--- src/include/lpm_pkg.sv ---
// Package with register map, field positions, reset values and enums of the power-mode controller
//
// Functional notes
// - In sleep only the core clock is gated; peripheral clocks keep running.
// - Any interrupt or event while in sleep returns the device to run.
// - Entering deep-sleep stops every clock of the core-voltage domain.
// - Deep-sleep disables the internal RC, the external crystal and the PLL.
// - Deep-sleep keeps SRAM and register contents, with no other activity in the domain.
// - Deep-sleep ends on any enabled line of the external interrupt controller.
// - On leaving deep-sleep the internal RC becomes the system clock.
// - Standby powers off the core domain and its regulator and disables all fast oscillators.
// - Standby loses SRAM and registers except the backup-domain registers; the code also keeps the interrupt status.
// - Standby ends only on reset pin, RTC event, watchdog reset or wakeup pin rising edge.
// - Boot pins sampled at startup select flash, system memory or SRAM, flash by default.
// - Flash boot uses bank 0 unless the option-byte bank bit is set, then bank 1.
// - A low-voltage detector crossing raises a warning interrupt.
package lpm_pkg;
	// Register byte offsets
	localparam logic [11:0] LPM_CTRL_OFS   = 12'h000;
	localparam logic [11:0] LPM_STAT_OFS   = 12'h004;
	localparam logic [11:0] LPM_INTST_OFS  = 12'h008;
	localparam logic [11:0] LPM_INTMSK_OFS = 12'h00C;
	localparam logic [11:0] LPM_WKEN_OFS   = 12'h010;
	localparam logic [11:0] LPM_BKP_OFS    = 12'h014;
	// Control fields
	localparam int LPM_CTRL_MODE_LSB = 0;
	localparam int LPM_CTRL_WIDTH    = 2;
	// Interrupt status bit positions
	localparam int LPM_IRQ_LVD  = 0;
	localparam int LPM_IRQ_WAKE = 1;
	localparam int LPM_IRQ_N    = 2;
	// Wakeup lines: 16 external plus 6 internal sources
	localparam int LPM_EXT_N    = 22;
	// Reset values
	localparam logic [1:0]  LPM_CTRL_RST   = 2'h0;
	localparam logic [1:0]  LPM_MSK_RST    = 2'h0;
	localparam logic [21:0] LPM_WKEN_RST   = 22'h3FFFFF;
	localparam logic [31:0] LPM_BKP_RST    = 32'h00000000;
	// Regulator settle time after standby wake
	localparam int LPM_SETTLE_NS  = 1000;
	localparam int LPM_CLK_NS     = 100;
	localparam int LPM_SETTLE_CYC = (LPM_SETTLE_NS + LPM_CLK_NS - 1) / LPM_CLK_NS;

	// Target mode selected by software
	typedef enum logic [1:0] {
		LPM_SEL_SLEEP = 2'b00,
		LPM_SEL_DEEP  = 2'b01,
		LPM_SEL_STBY  = 2'b10
	} lpm_sel_t;

	// Controller states
	typedef enum logic [2:0] {
		LPM_RUN   = 3'b000,
		LPM_SLEEP = 3'b001,
		LPM_DEEP  = 3'b010,
		LPM_STBY  = 3'b011,
		LPM_WAKE  = 3'b100
	} lpm_state_t;

	// Boot sources
	typedef enum logic [1:0] {
		LPM_BOOT_FLASH = 2'b00,
		LPM_BOOT_SYS   = 2'b01,
		LPM_BOOT_SRAM  = 2'b11
	} lpm_boot_t;
endpackage

--- src/core/lpm_ctrl.sv ---
// Low-power mode controller with boot selection and APB register slave
`timescale 1ns/1ps
module lpm_ctrl (
	input  wire logic        pclk,
	input  wire logic        presetn,
	// APB slave
	input  wire logic        psel,
	input  wire logic        penable,
	input  wire logic        pwrite,
	input  wire logic [11:0] paddr,
	input  wire logic [31:0] pwdata,
	output logic      [31:0] prdata,
	output logic             pready,
	output logic             pslverr,
	// Core side
	input  wire logic        core_sleep_req,
	input  wire logic        any_irq_event,
	input  wire logic [21:0] wake_lines,
	// Standby wake sources
	input  wire logic        external_reset_pin_n,
	input  wire logic        rtc_event,
	input  wire logic        free_running_watchdog_rst,
	input  wire logic        standby_wakeup_pin,
	// Supply monitor and boot straps
	input  wire logic        low_voltage_detector,
	input  wire logic [1:0]  boot_pins,
	input  wire logic        opt_bank_sel,
	// Power and clock controls, boot selection and interrupt
	output logic             core_clk_en,
	output logic             periph_clk_en,
	output logic             domain_clk_en,
	output logic             internal_rc_high_speed_en,
	output logic             external_high_speed_crystal_en,
	output logic             pll_en,
	output logic             core_voltage_regulator_en,
	output logic             domain_pwr_en,
	output logic             retain_en,
	output logic             sysclk_sel_irc,
	output logic             domain_reset_n,
	output logic [1:0]       boot_src,
	output logic             boot_bank,
	output logic             irq
);
	lpm_pkg::lpm_state_t st_q, st_d;
	logic [1:0]  mode_q, mode_d;
	logic [1:0]  msk_q, msk_d;
	logic [1:0]  ist_q, ist_d;
	logic [21:0] wken_q, wken_d;
	logic [31:0] bkp_q, bkp_d;
	logic [31:0] rdata_d;
	logic        rdy_q, rdy_d;
	logic        err_d;
	logic [7:0]  cnt_q, cnt_d;
	logic        strap_q;
	logic [1:0]  boot_q;
	logic        bank_q;
	logic        lvd_lvl, lvd_rise;
	logic        wk_lvl, wk_rise;
	logic        wr_acc, rd_acc, hit, acc_ph;
	logic        deep_wake, stby_wake;
	logic [12:0] ctl_d, ctl_q;

	// Pin wake source and supply warning cross in through synchronisers
	lpm_sync_edge u_wkpin (
		.pclk    (pclk),
		.presetn (presetn),
		.din     (standby_wakeup_pin),
		.level   (wk_lvl),
		.rise    (wk_rise)
	);
	lpm_sync_edge u_lvd (
		.pclk    (pclk),
		.presetn (presetn),
		.din     (low_voltage_detector),
		.level   (lvd_lvl),
		.rise    (lvd_rise)
	);

	// Read data and error are prepared in the first access cycle (one wait state);
	// a write lands only at the edge where the master sees pready high
	assign acc_ph    = psel & penable & ~rdy_q;
	assign wr_acc    = psel & penable & pwrite & rdy_q;
	assign rd_acc    = acc_ph & ~pwrite;
	assign deep_wake = |(wake_lines & wken_q);
	// Reset pin is active low; any of the four sources ends standby
	assign stby_wake = ~external_reset_pin_n | rtc_event | free_running_watchdog_rst
		| wk_rise;

	// Address decode, register writes and read mux
	always_comb begin
		mode_d  = mode_q;
		msk_d   = msk_q;
		wken_d  = wken_q;
		bkp_d   = bkp_q;
		rdata_d = 32'h00000000;
		rdy_d   = psel & penable & ~rdy_q;
		hit     = 1'b1;
		case (paddr)
			lpm_pkg::LPM_CTRL_OFS: begin
				rdata_d[1:0] = mode_q;
				if (wr_acc) begin
					mode_d = pwdata[lpm_pkg::LPM_CTRL_MODE_LSB +: lpm_pkg::LPM_CTRL_WIDTH];
				end
			end
			lpm_pkg::LPM_STAT_OFS: begin
				rdata_d[2:0] = st_q;
				rdata_d[4:3] = boot_q;
				rdata_d[5]   = bank_q;
				rdata_d[6]   = lvd_lvl;
				rdata_d[7]   = wk_lvl;
			end
			lpm_pkg::LPM_INTST_OFS: begin
				rdata_d[1:0] = ist_q;
			end
			lpm_pkg::LPM_INTMSK_OFS: begin
				rdata_d[1:0] = msk_q;
				if (wr_acc) begin
					msk_d = pwdata[1:0];
				end
			end
			lpm_pkg::LPM_WKEN_OFS: begin
				rdata_d[21:0] = wken_q;
				if (wr_acc) begin
					wken_d = pwdata[21:0];
				end
			end
			lpm_pkg::LPM_BKP_OFS: begin
				rdata_d = bkp_q;
				if (wr_acc) begin
					bkp_d = pwdata;
				end
			end
			default: begin
				hit = 1'b0;
			end
		endcase
		err_d = acc_ph & ~hit;
		if (!rd_acc) begin
			rdata_d = 32'h00000000;
		end
	end

	// Sticky interrupt status; a new event beats a write-one clear
	always_comb begin
		ist_d = ist_q;
		if (wr_acc && paddr == lpm_pkg::LPM_INTST_OFS) begin
			ist_d = ist_q & ~pwdata[1:0];
		end
		if (lvd_rise) begin
			ist_d[lpm_pkg::LPM_IRQ_LVD] = 1'b1;
		end
		// Wake-done flag marks the last settle cycle
		if (st_q == lpm_pkg::LPM_WAKE && cnt_q == 8'h00) begin
			ist_d[lpm_pkg::LPM_IRQ_WAKE] = 1'b1;
		end
	end

	// Mode sequencer: entry on the core sleep request, exit on wake sources
	always_comb begin
		st_d  = st_q;
		cnt_d = cnt_q;
		case (st_q)
			lpm_pkg::LPM_RUN: begin
				if (core_sleep_req) begin
					case (mode_q)
						lpm_pkg::LPM_SEL_DEEP: st_d = lpm_pkg::LPM_DEEP;
						lpm_pkg::LPM_SEL_STBY: st_d = lpm_pkg::LPM_STBY;
						default:               st_d = lpm_pkg::LPM_SLEEP;
					endcase
				end
			end
			lpm_pkg::LPM_SLEEP: begin
				if (any_irq_event | deep_wake) begin
					st_d = lpm_pkg::LPM_RUN;
				end
			end
			lpm_pkg::LPM_DEEP: begin
				if (deep_wake) begin
					st_d  = lpm_pkg::LPM_WAKE;
					cnt_d = 8'h00;
				end
			end
			lpm_pkg::LPM_STBY: begin
				if (stby_wake) begin
					st_d  = lpm_pkg::LPM_WAKE;
					cnt_d = 8'(lpm_pkg::LPM_SETTLE_CYC);
				end
			end
			lpm_pkg::LPM_WAKE: begin
				if (cnt_q == 8'h00) begin
					st_d = lpm_pkg::LPM_RUN;
				end else begin
					cnt_d = cnt_q - 8'h01;
				end
			end
			default: begin
				st_d = lpm_pkg::LPM_RUN;
			end
		endcase
	end

	// Output control word decoded from the next state
	always_comb begin
		// core,periph,dom,irc,hxt,pll,reg,pwr,ret,sel_irc,rstn
		ctl_d = {ctl_q[12:11], 11'b11111111111};
		case (st_d)
			lpm_pkg::LPM_SLEEP: begin
				ctl_d[10] = 1'b0;
			end
			lpm_pkg::LPM_DEEP: begin
				// Clocks and fast oscillators stop, state held
				ctl_d[10:5] = {1'b0, 1'b0, 1'b0, 1'b0, 1'b0, 1'b0};
			end
			lpm_pkg::LPM_STBY: begin
				// Domain and regulator off, contents dropped
				ctl_d[10:0] = 11'b00000000000;
			end
			lpm_pkg::LPM_WAKE: begin
				ctl_d[10:9] = 2'b00;
				ctl_d[0]    = (st_q != lpm_pkg::LPM_STBY) & ctl_q[0];
				ctl_d[6:5]  = 2'b00;
			end
			default: begin
			end
		endcase
		// Deep-sleep, standby and the wake state force the internal RC clock
		if (st_d != lpm_pkg::LPM_RUN && st_d != lpm_pkg::LPM_SLEEP) begin
			ctl_d[1] = 1'b1;
		end else if (wr_acc && paddr == lpm_pkg::LPM_CTRL_OFS) begin
			ctl_d[1] = pwdata[2];
		end else begin
			ctl_d[1] = ctl_q[1];
		end
		// Apart from the reset value of the control word, fast crystal and PLL may only run when the system is not on the RC
		if (st_d == lpm_pkg::LPM_RUN || st_d == lpm_pkg::LPM_SLEEP) begin
			ctl_d[6:5] = {~ctl_d[1], ~ctl_d[1]};
		end
		ctl_d[12:11] = 2'b00;
	end

	// State registers
	always_ff @(posedge pclk or negedge presetn) begin
		if (!presetn) begin
			st_q   <= lpm_pkg::LPM_RUN;
			cnt_q  <= 8'h00;
			mode_q <= lpm_pkg::LPM_CTRL_RST;
			msk_q  <= lpm_pkg::LPM_MSK_RST;
			ist_q  <= 2'h0;
			wken_q <= lpm_pkg::LPM_WKEN_RST;
			bkp_q  <= lpm_pkg::LPM_BKP_RST;
			prdata <= 32'h00000000;
			rdy_q  <= 1'b0;
			pslverr <= 1'b0;
			// Domain powered and on the RC clock while reset is held
			ctl_q  <= 13'h0FFB;
			irq    <= 1'b0;
		end else begin
			st_q   <= st_d;
			cnt_q  <= cnt_d;
			mode_q <= (st_d == lpm_pkg::LPM_STBY) ? lpm_pkg::LPM_CTRL_RST : mode_d;
			msk_q  <= (st_d == lpm_pkg::LPM_STBY) ? lpm_pkg::LPM_MSK_RST : msk_d;
			ist_q  <= ist_d;
			wken_q <= (st_d == lpm_pkg::LPM_STBY) ? lpm_pkg::LPM_WKEN_RST : wken_d;
			bkp_q  <= bkp_d; // Backup register survives standby
			prdata <= rdata_d;
			rdy_q  <= rdy_d;
			pslverr <= err_d;
			ctl_q  <= ctl_d;
			irq    <= |(ist_d & msk_d);
		end
	end

	// Boot straps caught once, the first edge after reset release
	always_ff @(posedge pclk or negedge presetn) begin
		if (!presetn) begin
			strap_q <= 1'b0;
			boot_q  <= lpm_pkg::LPM_BOOT_FLASH;
			bank_q  <= 1'b0;
		end else if (!strap_q) begin
			strap_q <= 1'b1;
			// Code 10 is a second flash code; bank 1 only with flash boot
			boot_q  <= (boot_pins == 2'b10) ? lpm_pkg::LPM_BOOT_FLASH : boot_pins;
			bank_q  <= opt_bank_sel & (boot_pins[0] == 1'b0);
		end
	end

	assign pready                         = rdy_q;
	assign core_clk_en                    = ctl_q[10];
	assign periph_clk_en                  = ctl_q[9];
	assign domain_clk_en                  = ctl_q[8];
	assign internal_rc_high_speed_en      = ctl_q[7];
	assign external_high_speed_crystal_en = ctl_q[6];
	assign pll_en                         = ctl_q[5];
	assign core_voltage_regulator_en      = ctl_q[4];
	assign domain_pwr_en                  = ctl_q[3];
	assign retain_en                      = ctl_q[2];
	assign sysclk_sel_irc                 = ctl_q[1];
	assign domain_reset_n                 = ctl_q[0];
	assign boot_src                       = boot_q;
	assign boot_bank                      = bank_q;
endmodule // lpm_ctrl

--- src/core/lpm_sync_edge.sv ---
// Two-flop synchroniser with a rising-edge pulse output
`timescale 1ns/1ps
module lpm_sync_edge (
	input  wire logic pclk,
	input  wire logic presetn,
	input  wire logic din,
	output logic      level,
	output logic      rise
);
	logic meta_q;
	logic sync_q;
	logic last_q;

	// First flop feeds only the second
	always_ff @(posedge pclk or negedge presetn) begin
		if (!presetn) begin
			meta_q <= 1'b0;
			sync_q <= 1'b0;
			last_q <= 1'b0;
		end else begin
			meta_q <= din;
			sync_q <= meta_q;
			last_q <= sync_q;
		end
	end

	assign level = sync_q;
	assign rise  = sync_q & ~last_q;
endmodule // lpm_sync_edge

--- config.mk ---
export PLATFORM = sky130hd
export DESIGN_NAME = lpm_ctrl
export DESIGN_NICKNAME = d
export VERILOG_FILES = /design/src/include/lpm_pkg.sv /design/src/core/lpm_ctrl.sv /design/src/core/lpm_sync_edge.sv
export SDC_FILE = /design/constraint.sdc
export NUM_CORES = 1
export LEC_CHECK = 0
export BUFFER_PORTS_ARGS = -buffer_cell sky130_fd_sc_hd__clkbuf_2
export CAP_MARGIN = 20
export CORE_MARGIN = 2
export CORE_UTILIZATION = 47
export CTS_CLUSTER_SIZE = 20
export DETAILED_ROUTE_END_ITERATION = 6
export GPL_TIMING_DRIVEN = 1
export PLACE_DENSITY = 0.72
export SYNTH_ARGS = -nofsm -noshare
export SYNTH_HDL_FRONTEND = slang
export SYNTH_SLANG_ARGS = --single-unit
--- constraint.sdc ---
create_clock -name pclk -period 4.6 [get_ports pclk]
set_input_delay 0.69 -clock pclk [delete_from_list [all_inputs] [get_ports pclk]]
set_output_delay 0.69 -clock pclk [all_outputs]
set_load 0.01 [all_outputs]
==> metrics.txt <==
Num CTS Buffers=17; largest net degree at the start of global routing=55; wire per inst=18.0 um; clock-pin slew on the worst setup and hold paths=0.06 ns; Final min period=2.37 ns; syn_nets=518; WP data arrival=2.71 ns; endpoint class of the critical path=flip-flop; Hold-fix buffers, CTS=0; register share of total power=0.404; Final Core Density=0.618; combinational power share=0.035; number of synthesized register bits=124; Worst Tran Pin Value=1.09 ns; starting density of the core=0.486; worst rel slew slack=0.272; Synth cell types=50; clk root buf=clkbuf_16; DP HPWL=8880 um; placed instance area=0.00607 sq mm; vias in the first global route=4040; Vias per Instance=5.55; fraction of layout cells with a size suffix above 1=0.418; die area=0.0122 sq mm; RSZ-0062 raised after global routing=false; Setup Crit Path Kind=input port to flip-flop; Ys Warns=0; Clock Power Share=0.561; Site Rows=38; Final Instance Area=0.00676 sq mm; setup ws final=2.23 ns; hold crit path type=input port to async pin; DRT antenna net count=0; gpl congestion=0.794; Die Height=110 um; setup TNS=0 ns; status=finished, final reports clean; NetSw=563 uW; fin nets=650; CTS tree=built; Max Fclk=0.421 GHz; Max FO, Critical Path=26; power per cell area=404 mW/mm^2; Max-Cap Viols=0; switching share of power=0.206; Die Wd=110 um; Fin Clk Skew=0.00581 ns; FFs w/ async S/R, synth=1.00; Int Power=2.17 mW; initial antenna violation count=0; DRT Pass-1 Iters=4; Final Hold Viols=0; H-tree depth=4; most frequent cells in the layout=128 x clkbuf_2, 95 x dfrtp_1, 38 x nor2_1, 32 x mux2i_1, 31 x mux2_2; number of DRC markers in iteration 0=213; Setup violations, final=0; Max Slew Vio Count=0; num ports=130; Area Overhead vs Synth=27.2%; P_leak=3.17 nW; synthesized area=0.00531 sq mm; period utilization=0.516; Startpoint Class=input port; worst skew pair latency=0.41 ns; Detailed Route WL=12900 um; GRT overflow=0; # diodes=0; sequential share of the synthesized area=0.591; CTS Sinks=124; dpl ws=1.78 ns; Mapped Cells=434; commonest non-fill, non-tap cell in the layout=clkbuf_2; Post-synth EDFFs=0; CP required=4.93 ns; CTS resizes=0; Main synth FF type=dfrtp_1; first-pass GRT wire length=20600 um; CTS Buffer Depth=2; DR vias=3992; GRT Overall Usage=0.228; DR DRC count=0; total chip power=2.73 mW; core area=0.0109 sq mm; Peak VDD IR=0.193 mV; # port buffers=129; reg2reg setup slack=2.47 ns; filler cell count=880; syn avg cell area=12.2 sq um; postcts setup bufs=0
[Yosys cell counts, types with 3 or more instances]
| library cell | number | area share |
|---|---|---|
| mux2_2 | 31 | 0.066 |
| mux2_1 | 8 | 0.017 |
| nand4_1 | 3 | 0.0035 |
| nor3_2 | 3 | 0.0057 |
| a21oi_1 | 18 | 0.017 |
| nor3b_1 | 3 | 0.0042 |
| a22oi_1 | 18 | 0.025 |
| nor2_1 | 38 | 0.027 |
| nand2_1 | 19 | 0.013 |
| o21ai_1 | 20 | 0.019 |
| a221oi_1 | 4 | 0.0066 |
| nand2b_1 | 3 | 0.0035 |
| buf_4 | 6 | 0.0085 |
| buf_2 | 3 | 0.0028 |
| a22o_1 | 4 | 0.0066 |
| o22ai_1 | 3 | 0.0035 |
| ha_1 | 3 | 0.0071 |
| o21ai_0 | 5 | 0.0047 |
| nor3_1 | 6 | 0.0057 |
| inv_1 | 9 | 0.0064 |
| mux2i_1 | 32 | 0.060 |
| dfstp_2 | 29 | 0.14 |
| and3_1 | 11 | 0.013 |
| a31oi_1 | 10 | 0.012 |
| clkbuf_1 | 12 | 0.0085 |
| nand3_1 | 4 | 0.0038 |
| dfrtp_1 | 95 | 0.45 |
| nand3b_1 | 5 | 0.0071 |
[per-layer routing]
| metal | track usage | up-vias | share of wire |
|---|---|---|---|
| li1 | - | 1847 | - |
| met1 | 0.294 | 2013 | 0.42 |
| met2 | 0.373 | 120 | 0.51 |
| met3 | 0.0553 | 12 | 0.055 |
| met4 | 0.0884 | 0 | 0.013 |
| met5 | 0 | - | 0 |
[metrics by stage]
| stage | instances | hold slack [ns] |
|---|---|---|
| 2_1_floorplan | 434 | 0.331 |
| 3_3_place_gp | 686 | 0.339 |
| 3_5_place_dp | 686 | 0.340 |
| 4_1_cts | 718 | 0.339 |
| 5_1_grt | 719 | 0.357 |
| 6_report | 719 | 0.326 |
[power groups by stage]
| stage | clock network, mW | logic, mW | registers, mW |
|---|---|---|---|
| 2_1_floorplan | 0 | 0.0225 | 1.12 |
| 3_3_place_gp | 0 | 0.0945 | 1.12 |
| 3_5_place_dp | 0 | 0.0973 | 1.12 |
| 4_1_cts | 1.55 | 0.0981 | 1.10 |
| 5_1_grt | 1.60 | 0.108 | 1.10 |
| 6_report | 1.53 | 0.0962 | 1.10 |
[final timing paths]
kind                                    from           to  cells after the start
worst max-delay path                paddr[1]    prdata[0]                      6
max in group asynchronous            presetn    wken_q[9]                      2
worst max register to register        pready     ctl_q[6]                      5
min in group pclk               u_lvd.meta_q  u_lvd.level                      0
worst min register to register  u_lvd.meta_q  u_lvd.level                      0
worst min-delay path                 presetn     ctl_q[2]                      1
[worst max-delay path, stage by stage]
cell      delay [ns]
clkbuf_2        0.10
nor4_4          0.38
nand4b_4        0.22
nor2_2          0.86
a222oi_1        0.27
nor2_1          0.17
[final cells by class]
cell class,count,area (sq um),area share
sequential,124,3140,0.464
clock inverter,14,240,0.0355
inverter,11,41.3,0.00611
timing repair buffer,136,701,0.104
clock buffer,18,439,0.0650
tap,140,175,0.0259
multi-input combinational,276,2020,0.299
[flip-flops by register name (all words and copies together), names as in the netlist, 2 cells and up]
signal and cells:
prdata 32, ctl_q 8, mode_q 2, boot_src 2
wken_q 22, ist_q 2, msk_q 2, cnt_q 8
st_q 3, bkp_q 32
[cell families (layout without fill, tap and decap cells)]
kind of cell	after synthesis	after routing	share of synthesized area
adder cells (fa/ha/maj)	3	3	0.00706
other	1	1	0.000706
AO/OA/AOI/OAI	90	90	0.108
buffers and inverters	34	179	0.0318
multiplexers	71	71	0.143
AND/OR/NAND/NOR	111	111	0.119
flip-flops	124	124	0.591
Power figures use the tool's default switching activity.
